**config.mk**
```make
export PLATFORM = sky130hd
export DESIGN_NAME = nvseq_host
export DESIGN_NICKNAME = d
export VERILOG_FILES = /design/src/rtl/nvseq_pkg.sv /design/src/rtl/nvseq_host.sv
export VERILOG_INCLUDE_DIRS = /design/src /design/src/rtl
export SDC_FILE = /design/constraint.sdc
export NUM_CORES = 1
export LEC_CHECK = 0
export ABC_AREA = 1
export BUFFER_PORTS_ARGS = -buffer_cell sky130_fd_sc_hd__buf_4
export CAP_MARGIN = 20
export CORE_ASPECT_RATIO = 0.7
export CORE_UTILIZATION = 51
export DETAILED_ROUTE_END_ITERATION = 10
export GPL_TIMING_DRIVEN = 0
export HOLD_SLACK_MARGIN = 0.12
export MAX_ROUTING_LAYER = met4
export PLACE_DENSITY = 0.75
export SLEW_MARGIN = 30
export SYNTH_ARGS = -nofsm -noshare
export SYNTH_HDL_FRONTEND = slang
export SYNTH_SLANG_ARGS = --single-unit
```
**constraint.sdc**
```tcl
create_clock -name mclk -period 1.9 [get_ports mclk]
set_input_delay 0.19 -clock mclk [delete_from_list [all_inputs] [get_ports mclk]]
set_output_delay 0.19 -clock mclk [all_outputs]
set_load 0.01 [all_outputs]
```
**src/rtl/nvseq_map.svh**
```systemverilog
`ifndef NVSEQ_MAP_SVH
`define NVSEQ_MAP_SVH
// command sequence addresses
`define NVSEQ_ADDR_1          16'h4e38
`define NVSEQ_ADDR_2          16'hb1c7
`define NVSEQ_ADDR_3          16'h83e0
`define NVSEQ_ADDR_4          16'h7c1f
`define NVSEQ_ADDR_5          16'h703f
`define NVSEQ_ADDR_STORE      16'h8fc0
`define NVSEQ_ADDR_RECALL     16'h4c63
`define NVSEQ_ADDR_AS_DIS     16'h8b45
`define NVSEQ_ADDR_AS_EN      16'h4b46
// compared address field
`define NVSEQ_CMP_MSB         14
`define NVSEQ_CMP_LSB         2
// access timing, ns
`define NVSEQ_T_ADDR_SETUP_NS 50
`define NVSEQ_T_STROBE_NS     100
`define NVSEQ_T_RECOVER_NS    50
`define NVSEQ_CLK_NS          25
`define NVSEQ_SETUP_CYC  ((`NVSEQ_T_ADDR_SETUP_NS + `NVSEQ_CLK_NS - 1) / `NVSEQ_CLK_NS)
`define NVSEQ_STROBE_CYC ((`NVSEQ_T_STROBE_NS + `NVSEQ_CLK_NS - 1) / `NVSEQ_CLK_NS)
`define NVSEQ_RECOV_CYC  ((`NVSEQ_T_RECOVER_NS + `NVSEQ_CLK_NS - 1) / `NVSEQ_CLK_NS)
`endif

```
**src/rtl/nvseq_pkg.sv**
```systemverilog
package nvseq_pkg;
  typedef enum logic [1:0] {
    NVSEQ_CMD_STORE  = 2'h0,
    NVSEQ_CMD_RECALL = 2'h1,
    NVSEQ_CMD_AS_DIS = 2'h2,
    NVSEQ_CMD_AS_EN  = 2'h3
  } nvseq_cmd_t;
  typedef enum logic [2:0] {
    NVSEQ_IDLE   = 3'b000,
    NVSEQ_SETUP  = 3'b001,
    NVSEQ_STROBE = 3'b011,
    NVSEQ_RECOV  = 3'b010,
    NVSEQ_BUSY   = 3'b110
  } nvseq_st_t;
endpackage : nvseq_pkg

```
**src/rtl/nvseq_host.sv**
```systemverilog
`timescale 1ns/1ps
`include "nvseq_map.svh"
// Behaviour
// - store: read 4e38, b1c7, 83e0, 7c1f, 703f, 8fc0 in order
// - any other access inside the six aborts; host never interleaves
// - host strobes reads by chip select, keeps write enable high
// - after auto-store setting change with persist set host issues a store
module nvseq_host
  import nvseq_pkg::*;
(
  input  wire logic              mclk,
  input  wire logic              rst_b,
  input  wire logic              clk_en,
  input  wire logic              cmd_valid,
  input  wire nvseq_pkg::nvseq_cmd_t cmd,
  input  wire logic              persist,
  output logic                   cmd_ready,
  output logic                   cmd_done,
  output logic [19:0]            addr,
  output logic                   chip_sel_n,
  output logic                   out_en_n,
  output logic                   write_en_n,
  output logic                   upper_byte_sel_n,
  output logic                   lower_byte_sel_n,
  input  wire logic              store_busy_n_i,
  output logic                   store_busy_n_o,
  output logic                   store_busy_n_oe
);
  import nvseq_pkg::*;

  // ************************************************************
  // address table
  // ************************************************************
  function automatic logic [15:0] seq_addr(input logic [2:0] idx, input nvseq_cmd_t c);
    logic [15:0] a;
    a = 16'h0000;
    unique case (idx)
      3'h0: a = `NVSEQ_ADDR_1;
      3'h1: a = `NVSEQ_ADDR_2;
      3'h2: a = `NVSEQ_ADDR_3;
      3'h3: a = `NVSEQ_ADDR_4;
      3'h4: a = `NVSEQ_ADDR_5;
      default: begin
        unique case (c)
          NVSEQ_CMD_STORE:  a = `NVSEQ_ADDR_STORE;
          NVSEQ_CMD_RECALL: a = `NVSEQ_ADDR_RECALL;
          NVSEQ_CMD_AS_DIS: a = `NVSEQ_ADDR_AS_DIS;
          NVSEQ_CMD_AS_EN:  a = `NVSEQ_ADDR_AS_EN;
        endcase
      end
    endcase
    return a;
  endfunction : seq_addr

  // ************************************************************
  // sequencer
  // ************************************************************
  nvseq_st_t   st_q, st_d;
  nvseq_cmd_t  cmd_q, cmd_d;
  logic [2:0]  idx_q, idx_d;
  logic [2:0]  cnt_q, cnt_d;
  logic        pend_q, pend_d;
  logic        done_q, done_d;
  logic [19:0] addr_q, addr_d;
  logic        cs_q, cs_d;
  logic [15:0] seq_a;

  always_comb begin
    st_d   = st_q;
    cmd_d  = cmd_q;
    idx_d  = idx_q;
    cnt_d  = cnt_q;
    pend_d = pend_q;
    done_d = 1'b0;
    addr_d = addr_q;
    cs_d   = 1'b1;
    // sequence address of the read in progress
    seq_a  = seq_addr(idx_q, cmd_q);
    unique case (st_q)
      NVSEQ_IDLE: begin
        // wait until the device is not busy before starting
        if (pend_q && store_busy_n_i) begin
          cmd_d  = NVSEQ_CMD_STORE;
          pend_d = 1'b0;
          idx_d  = 3'h0;
          cnt_d  = 3'h0;
          st_d   = NVSEQ_SETUP;
        end else if (cmd_valid && store_busy_n_i) begin
          cmd_d  = cmd;
          pend_d = persist && (cmd == NVSEQ_CMD_AS_DIS || cmd == NVSEQ_CMD_AS_EN);
          idx_d  = 3'h0;
          cnt_d  = 3'h0;
          st_d   = NVSEQ_SETUP;
        end
      end
      NVSEQ_SETUP: begin
        // bits outside 14..2 are don't care to the device, kept zero
        addr_d = {5'h00, seq_a[`NVSEQ_CMP_MSB:`NVSEQ_CMP_LSB], 2'h0};
        cnt_d  = cnt_q + 3'h1;
        if (cnt_q == 3'(`NVSEQ_SETUP_CYC - 1)) begin
          cnt_d = 3'h0;
          st_d  = NVSEQ_STROBE;
        end
      end
      NVSEQ_STROBE: begin
        cs_d  = 1'b0;
        cnt_d = cnt_q + 3'h1;
        // last strobe cycle stays low; recovery raises the strobe
        if (cnt_q == 3'(`NVSEQ_STROBE_CYC - 1)) begin
          cnt_d = 3'h0;
          st_d  = NVSEQ_RECOV;
        end
      end
      NVSEQ_RECOV: begin
        cnt_d = cnt_q + 3'h1;
        if (cnt_q == 3'(`NVSEQ_RECOV_CYC - 1)) begin
          cnt_d = 3'h0;
          if (idx_q == 3'h5) begin
            st_d = NVSEQ_BUSY;
          end else begin
            idx_d = idx_q + 3'h1;
            st_d  = NVSEQ_SETUP;
          end
        end
      end
      NVSEQ_BUSY: begin
        // device may pull busy low during store or recall; wait for release
        if (store_busy_n_i) begin
          done_d = 1'b1;
          st_d   = NVSEQ_IDLE;
        end
      end
      default: st_d = NVSEQ_IDLE;
    endcase
  end

  always_ff @(posedge mclk) begin
    if (!rst_b) begin
      st_q   <= NVSEQ_IDLE;
      cmd_q  <= NVSEQ_CMD_STORE;
      idx_q  <= 3'h0;
      cnt_q  <= 3'h0;
      pend_q <= 1'b0;
      done_q <= 1'b0;
      addr_q <= 20'h00000;
      cs_q   <= 1'b1;
    end else if (clk_en) begin
      st_q   <= st_d;
      cmd_q  <= cmd_d;
      idx_q  <= idx_d;
      cnt_q  <= cnt_d;
      pend_q <= pend_d;
      done_q <= done_d;
      addr_q <= addr_d;
      cs_q   <= cs_d;
    end
  end

  // ************************************************************
  // pins
  // ************************************************************
  logic rdy_q, rdy_d;
  always_comb begin
    rdy_d = (st_d == NVSEQ_IDLE) && !pend_d && store_busy_n_i;
  end
  always_ff @(posedge mclk) begin
    if (!rst_b) begin
      rdy_q <= 1'b0;
    end else if (clk_en) begin
      rdy_q <= rdy_d;
    end
  end

  // ************************************************************
  // static pin levels
  // ************************************************************
  // reads are strobed by chip select alone, so output enable and both
  // byte selects stay active; the host never writes and never pulls busy
  logic oe_n_q, we_n_q, ub_n_q, lb_n_q, bs_o_q, bs_oe_q;
  always_ff @(posedge mclk) begin
    if (!rst_b) begin
      oe_n_q  <= 1'b0;
      we_n_q  <= 1'b1;
      ub_n_q  <= 1'b0;
      lb_n_q  <= 1'b0;
      bs_o_q  <= 1'b1;
      bs_oe_q <= 1'b0;
    end
  end

  assign cmd_ready        = rdy_q;
  assign cmd_done         = done_q;
  assign addr             = addr_q;
  assign chip_sel_n       = cs_q;
  assign out_en_n         = oe_n_q;
  assign write_en_n       = we_n_q;
  assign upper_byte_sel_n = ub_n_q;
  assign lower_byte_sel_n = lb_n_q;
  assign store_busy_n_o   = bs_o_q;
  assign store_busy_n_oe  = bs_oe_q;
endmodule : nvseq_host

```
==> run metrics, run 1 <==
pre-CTS setup slack approximately 240 ps; RSZ-0062 raised after global routing false; clock buffer count from CTS 3; Hold Fails Final Rpt 0; Clock Path Buffers 2; Mapped Area 1528 um2; setup TNS 0 ps; CTS sink cnt 26; FF+latch count, synth 26; root buf cell clkbuf_8; chip width around 67 um; pin count of the biggest net entering global routing 15; Post-DP Area roughly 1800 um2; VDD IR-drop max about 0.36 mV; setup ws final approximately 210 ps; fin crit share roughly 89%; I/O Pins 37; top cell type's share of synthesized area between 30% and 40%; Crit Path Max Fanout 4; Post-DP HPWL approximately 2600 um; first-pass GRT wire length approximately 5000 um; synth top area cells dfxtp_1 34%, nand2_1 11%, ha_1 8.2%, a21oi_1 7.9%, buf_4 7.9%; floorplan core area 2823 um2; WL/cell 11.24 um; GR Overflow Total 0; Final Critical Period between 1500 and 2000 ps; Die H between 40 and 50 um; Synth Area per Inst between 7 and 8 um2; Final ANT Viol Nets 0; gr usage total a little under a quarter; WS Path Type reg -> reg; nets around 270; Power Density roughly 660 nW/um2; final estimated routing congestion in global placement approximately 0.9; Finish-stage setup viols 0; WP data required between 2000 and 2500 ps; Seq/Total Area, Yosys approximately 34%; Slew Viols, Final 0; vias in the first global route roughly 1100; Via density just under 5; YS warnings 0; Initial Util 54.12%; crit end category register; Critical Path Source Type register; fillers approximately 260; std cell rows 16; Clock Skews between 6 and 7 ps; Yosys cell types 28; WHS between 150 and 200 ps; antenna violations before repair 0; CTS tree done; H-Tree Depth 1; outcome finished, final reports clean; Static Leak 0.8885 nW; clk_lat worst skew between 200 and 300 ps; diode count 0; # DRC 0; Synth area leader dfxtp_1; Post-Route WL about 3300 um; drt first pass iters 4; final instance area ~1800 um2; initial DRC count just over 60; Worst Hold Class in -> reg; Worst EP arrival between 1500 and 2000 ps; max_cap viols 0; Clock Pin Slew Worst Setup and Hold Paths 90 ps; layout cells sized above 1 around a quarter; Port Buf Inserts 23; vias approximately 1400; Die Area 3222 um2; Layout area overhead 20.88%; Syn Inst Count around 220; Max Fclk a little under 600 MHz
==> synth_stat cells <==
cell and instances:
o21a_1 1, nor3_1 2, inv_1 22, nand4_1 1, o211ai_1 2, o21ai_1 2
buf_4 16, ha_1 10, clkinv_1 1, clkbuf_1 2, nor2_2 4, conb_1 2
nand2_2 1, o21ai_0 17, a21oi_1 24, a211oi_1 2, a31oi_1 1, nor2_4 2
o21ai_2 2, nand3_2 1, a21boi_0 1, buf_2 1, o22ai_1 1, inv_2 5
nand3_1 9, nor2_1 16, dfxtp_1 26, nand2_1 43
==> per-stage QoR <==
step                      std cells  utilization (%)   power, W
final                           291            65.43   0.001226
after global routing            291            65.43   0.001292
after CTS                       291            65.25   0.001228
after detailed placement        287            63.30  0.0008691
after global placement          287            63.30  0.0008652
after floorplan                 228                -  0.0007916
==> registers in the layout (all words and copies together) (netlist names) <==
name,cells
addr,11
cnt_q,3
idx_q,3
st_q,3
cmd_q,2
chip_sel_n,1
cmd_done,1
cmd_ready,1
pend_q,1
==> layout make-up <==
| class | count | area [um2] | area share (%) |
|---|---|---|---|
| multi-input combinational | 155 | 815.8 | 44.17 |
| sequential | 26 | 520.5 | 28.18 |
| timing repair buffer | 23 | 172.7 | 9.350 |
| buffer | 19 | 132.6 | 7.182 |
| inverter | 28 | 105.1 | 5.691 |
| clock buffer | 4 | 55.05 | 2.981 |
| tap | 36 | 45.04 | 2.439 |
==> cells by family (layout without fill, tap and decap cells) <==
logic type      count (synthesis)  after routing  synth area share, %
fa+ha+maj                      10             10                8.190
simple gates                   79             79                22.69
buf+inv                        47             74                15.56
flops                          26             26                34.07
other cells                     2             13               0.4916
compound gates                 53             53                19.00
==> where the power goes <==
part           switching (W)  internal, W
registers          0.0000211     0.000574
logic               0.000159     0.000108
clock network       0.000178     0.000185
==> critical path, cell delays in order (launching register included) <==
cell,delay (ps)
dfxtp_1,390
inv_1,100
ha_1,240
o21ai_2,240
nand3_2,150
inv_1,100
nand2_1,100
nand2_1,80
a21oi_1,60
a21oi_1,160
==> placed cells by master (no fill, tap or decap), drive strengths merged, types with 2 or more instances in the layout <==
| cell | netlist | routed |
|---|---|---|
| nand2 | 44 | 44 |
| o211ai | 2 | 2 |
| o21ai | 21 | 21 |
| nand3 | 10 | 10 |
| dfxtp | 26 | 26 |
| a211oi | 2 | 2 |
| inv | 27 | 27 |
| ha | 10 | 10 |
| buf | 17 | 40 |
| nor3 | 2 | 2 |
| conb | 2 | 13 |
| nor2 | 22 | 22 |
| clkbuf | 2 | 6 |
| a21oi | 24 | 24 |
==> timing repair <==
action	in CTS	in global routing
setup endpoints to repair	0	1
hold buffers	0	0
setup buffers	0	0
endpoints found under the hold margin	0	0
gates resized for setup	0	1
==> path summary, 6_finish.rpt <==
| check | start | to | slack [ps] | cells past startpoint |
|---|---|---|---|---|
| worst max-delay path | idx_q[0] | addr[9] | 210 | 9 |
| worst min register to register | addr[10] | addr[10] | 470 | 2 |
| worst max register to register | idx_q[0] | addr[9] | 210 | 9 |
| worst min-delay path | rst_b | cnt_q[0] | 190 | 3 |
==> layer usage <==
| metal | part of all wire, % | GRT usage [%] | vias to the layer above | wire [um] |
|---|---|---|---|---|
| met5 | 0 | - | - | 0 |
| met4 | 0.89 | 3.830 | 0 | 29 |
| met1 | 49 | 33.00 | 641 | 1615 |
| met2 | 41 | 31.40 | 51 | 1341 |
| met3 | 8.7 | 5.952 | 5 | 285 |
| li1 | - | - | 748 | - |
No activity file was read; power rests on OpenSTA's default activity.
==> inputs of run 2 (changes only) <==
--- a/config.mk
+++ b/config.mk
@@ -10,12 +10,12 @@
 export BUFFER_PORTS_ARGS = -buffer_cell sky130_fd_sc_hd__buf_4
 export CAP_MARGIN = 20
 export CORE_ASPECT_RATIO = 0.7
-export CORE_UTILIZATION = 51
+export CORE_UTILIZATION = 53
 export DETAILED_ROUTE_END_ITERATION = 10
 export GPL_TIMING_DRIVEN = 0
 export HOLD_SLACK_MARGIN = 0.12
 export MAX_ROUTING_LAYER = met4
-export PLACE_DENSITY = 0.75
+export PLACE_DENSITY = 0.77
 export SLEW_MARGIN = 30
 export SYNTH_ARGS = -nofsm -noshare
 export SYNTH_HDL_FRONTEND = slang
==> run metrics, run 2 (synthesis gave the netlist of run 1 again) <==
pre-CTS setup slack roughly 250 ps; GRT busiest layer met1; Die Area between 3000 and 4000 um2; vias in the first global route ~1200; initial DRC count roughly 110; floorplan core area between 2000 and 3000 um2; pin count of the biggest net entering global routing 16; Power Density about 700 nW/um2; Clock Path Buffers 2; Final Critical Period between 1500 and 2000 ps; Final ANT Viol Nets 0; HP Start cmd[1]; WHS 188.5 ps; Via density roughly 4.8; GR Overflow Total 0; most common cell after layout, fill and taps aside nand2_1; post-CTS sizing 0; layout cells sized above 1 a little under a quarter; vias 1400; max reg flops 11; crit end category register; Critical Path Source Type register; max_cap viols 0; clock buffer count from CTS 3; drt first pass iters 4; post-route insts no fill a little under 300; Post-DP HPWL roughly 2500 um; area of the multi-input gates slightly above 800 um2; CTS tree done; Layout area overhead 21.46%; WP data required 2110 ps; GRT met1 Usage 35.79%; met3 Use GR under 10%; chip width 66.17 um; Post-Route WL approximately 3100 um; clk_lat worst skew 270 ps; R2R cell count 9; first-pass GRT wire length roughly 5300 um; placed insts roughly 290; setup ws final between 150 and 200 ps; H-Tree Depth 1; Die H about 47 um; Crit Path Max Fanout 4; root buf cell clkbuf_8; Worst Hold Class in -> reg; outcome finished, final reports clean; WL/cell 10.84 um; reg-to-reg startpoint idx_q[0]; most frequent cells in the layout 43 x nand2_1, 39 x buf_4, 26 x dfxtp_1; Clock Pin Slew Worst Setup and Hold Paths approximately 90 ps; M2 GR Usage 32.86%; Static Leak 0.8945 nW; post-CTS setup buffer count 0; Slew Viols, Final 0; Critical R2R Capture addr[9]; WS Path Type reg -> reg; Initial Util 58.99%; setup TNS 0 ps; final estimated routing congestion in global placement 0.8810; Port Buf Inserts 23; hold_buf cts 0; Clock Skews 3.621 ps; Final Power 0.001320 W; fillers 234; Finish-stage setup viols 0; diode count 0; RSZ-0062 raised after global routing false; Hold Path Sink cmd_q[1]; # DRC 0; CTS sink cnt 26; hold path depth 3; I/O Pins 37; Register Area between 500 and 600 um2; Worst EP arrival slightly below 2000 ps; Hold Fails Final Rpt 0; Setup crit start idx_q[0]; antenna violations before repair 0; VDD IR-drop max ~0.63 mV; fin crit share 90.43%; flop2flop setup slack ~180 ps; nets between 200 and 300; gr usage total around a quarter; Max Fclk 582.0 MHz; std cell rows 15
run 2: changes by cell type in the layout (fill, tap and decap cells not counted):
cell / delta
clkbuf_8: -1
nand3_2: -1
nand3_1: +1
bufinv_16: +1
run 2: layer usage:
metal  wire [um]  vias to the layer above  share of wire (%)
met2        1174                       41                 37
met5           0                        -                  0
met3         212                        2                6.8
li1            -                      756                  -
met4          14                        0               0.45
met1        1733                      601                 55
run 2: cell type report:
type,count,area share (%)
buffer,19,7.148
timing repair buffer,23,9.305
clock inverter,1,1.618
multi-input combinational,155,43.70
inverter,28,5.664
sequential,26,28.05
clock buffer,3,2.225
tap,34,2.293
run 2: report_power, final:
group,internal (W),total [W],switching (W),leakage [nW]
Clock,0.000282,0.000461,0.000179,0.0357
Combinational,0.000108,0.000264,0.000156,0.647
Sequential,0.000574,0.000595,0.0000203,0.212
run 2: critical path, cell delays in order, from the launching register on:
cell     delay, ps
dfxtp_1        400
inv_1          100
ha_1           240
o21ai_2        230
nand3_1        160
inv_1          110
nand2_1        110
nand2_1         90
a21oi_1         80
a21oi_1        140
run 2: worst max-delay path by stage:
stage               end  slack [ps]  depth (start not counted)
2_1_floorplan   addr[8]         520                          9
3_3_place_gp   addr[10]         250                          7
3_5_place_dp    addr[9]         250                          9
4_1_cts         addr[9]         210                          9
5_1_grt         addr[8]          70                          9
6_report        addr[9]         180                          9
run 2: per-stage QoR:
stage	util (%)	cell area [um2]
floorplan	-	1569
global placement	68.89	1784
detailed placement	68.89	1784
CTS	71.64	1856
global route	71.64	1856
finish	71.64	1856
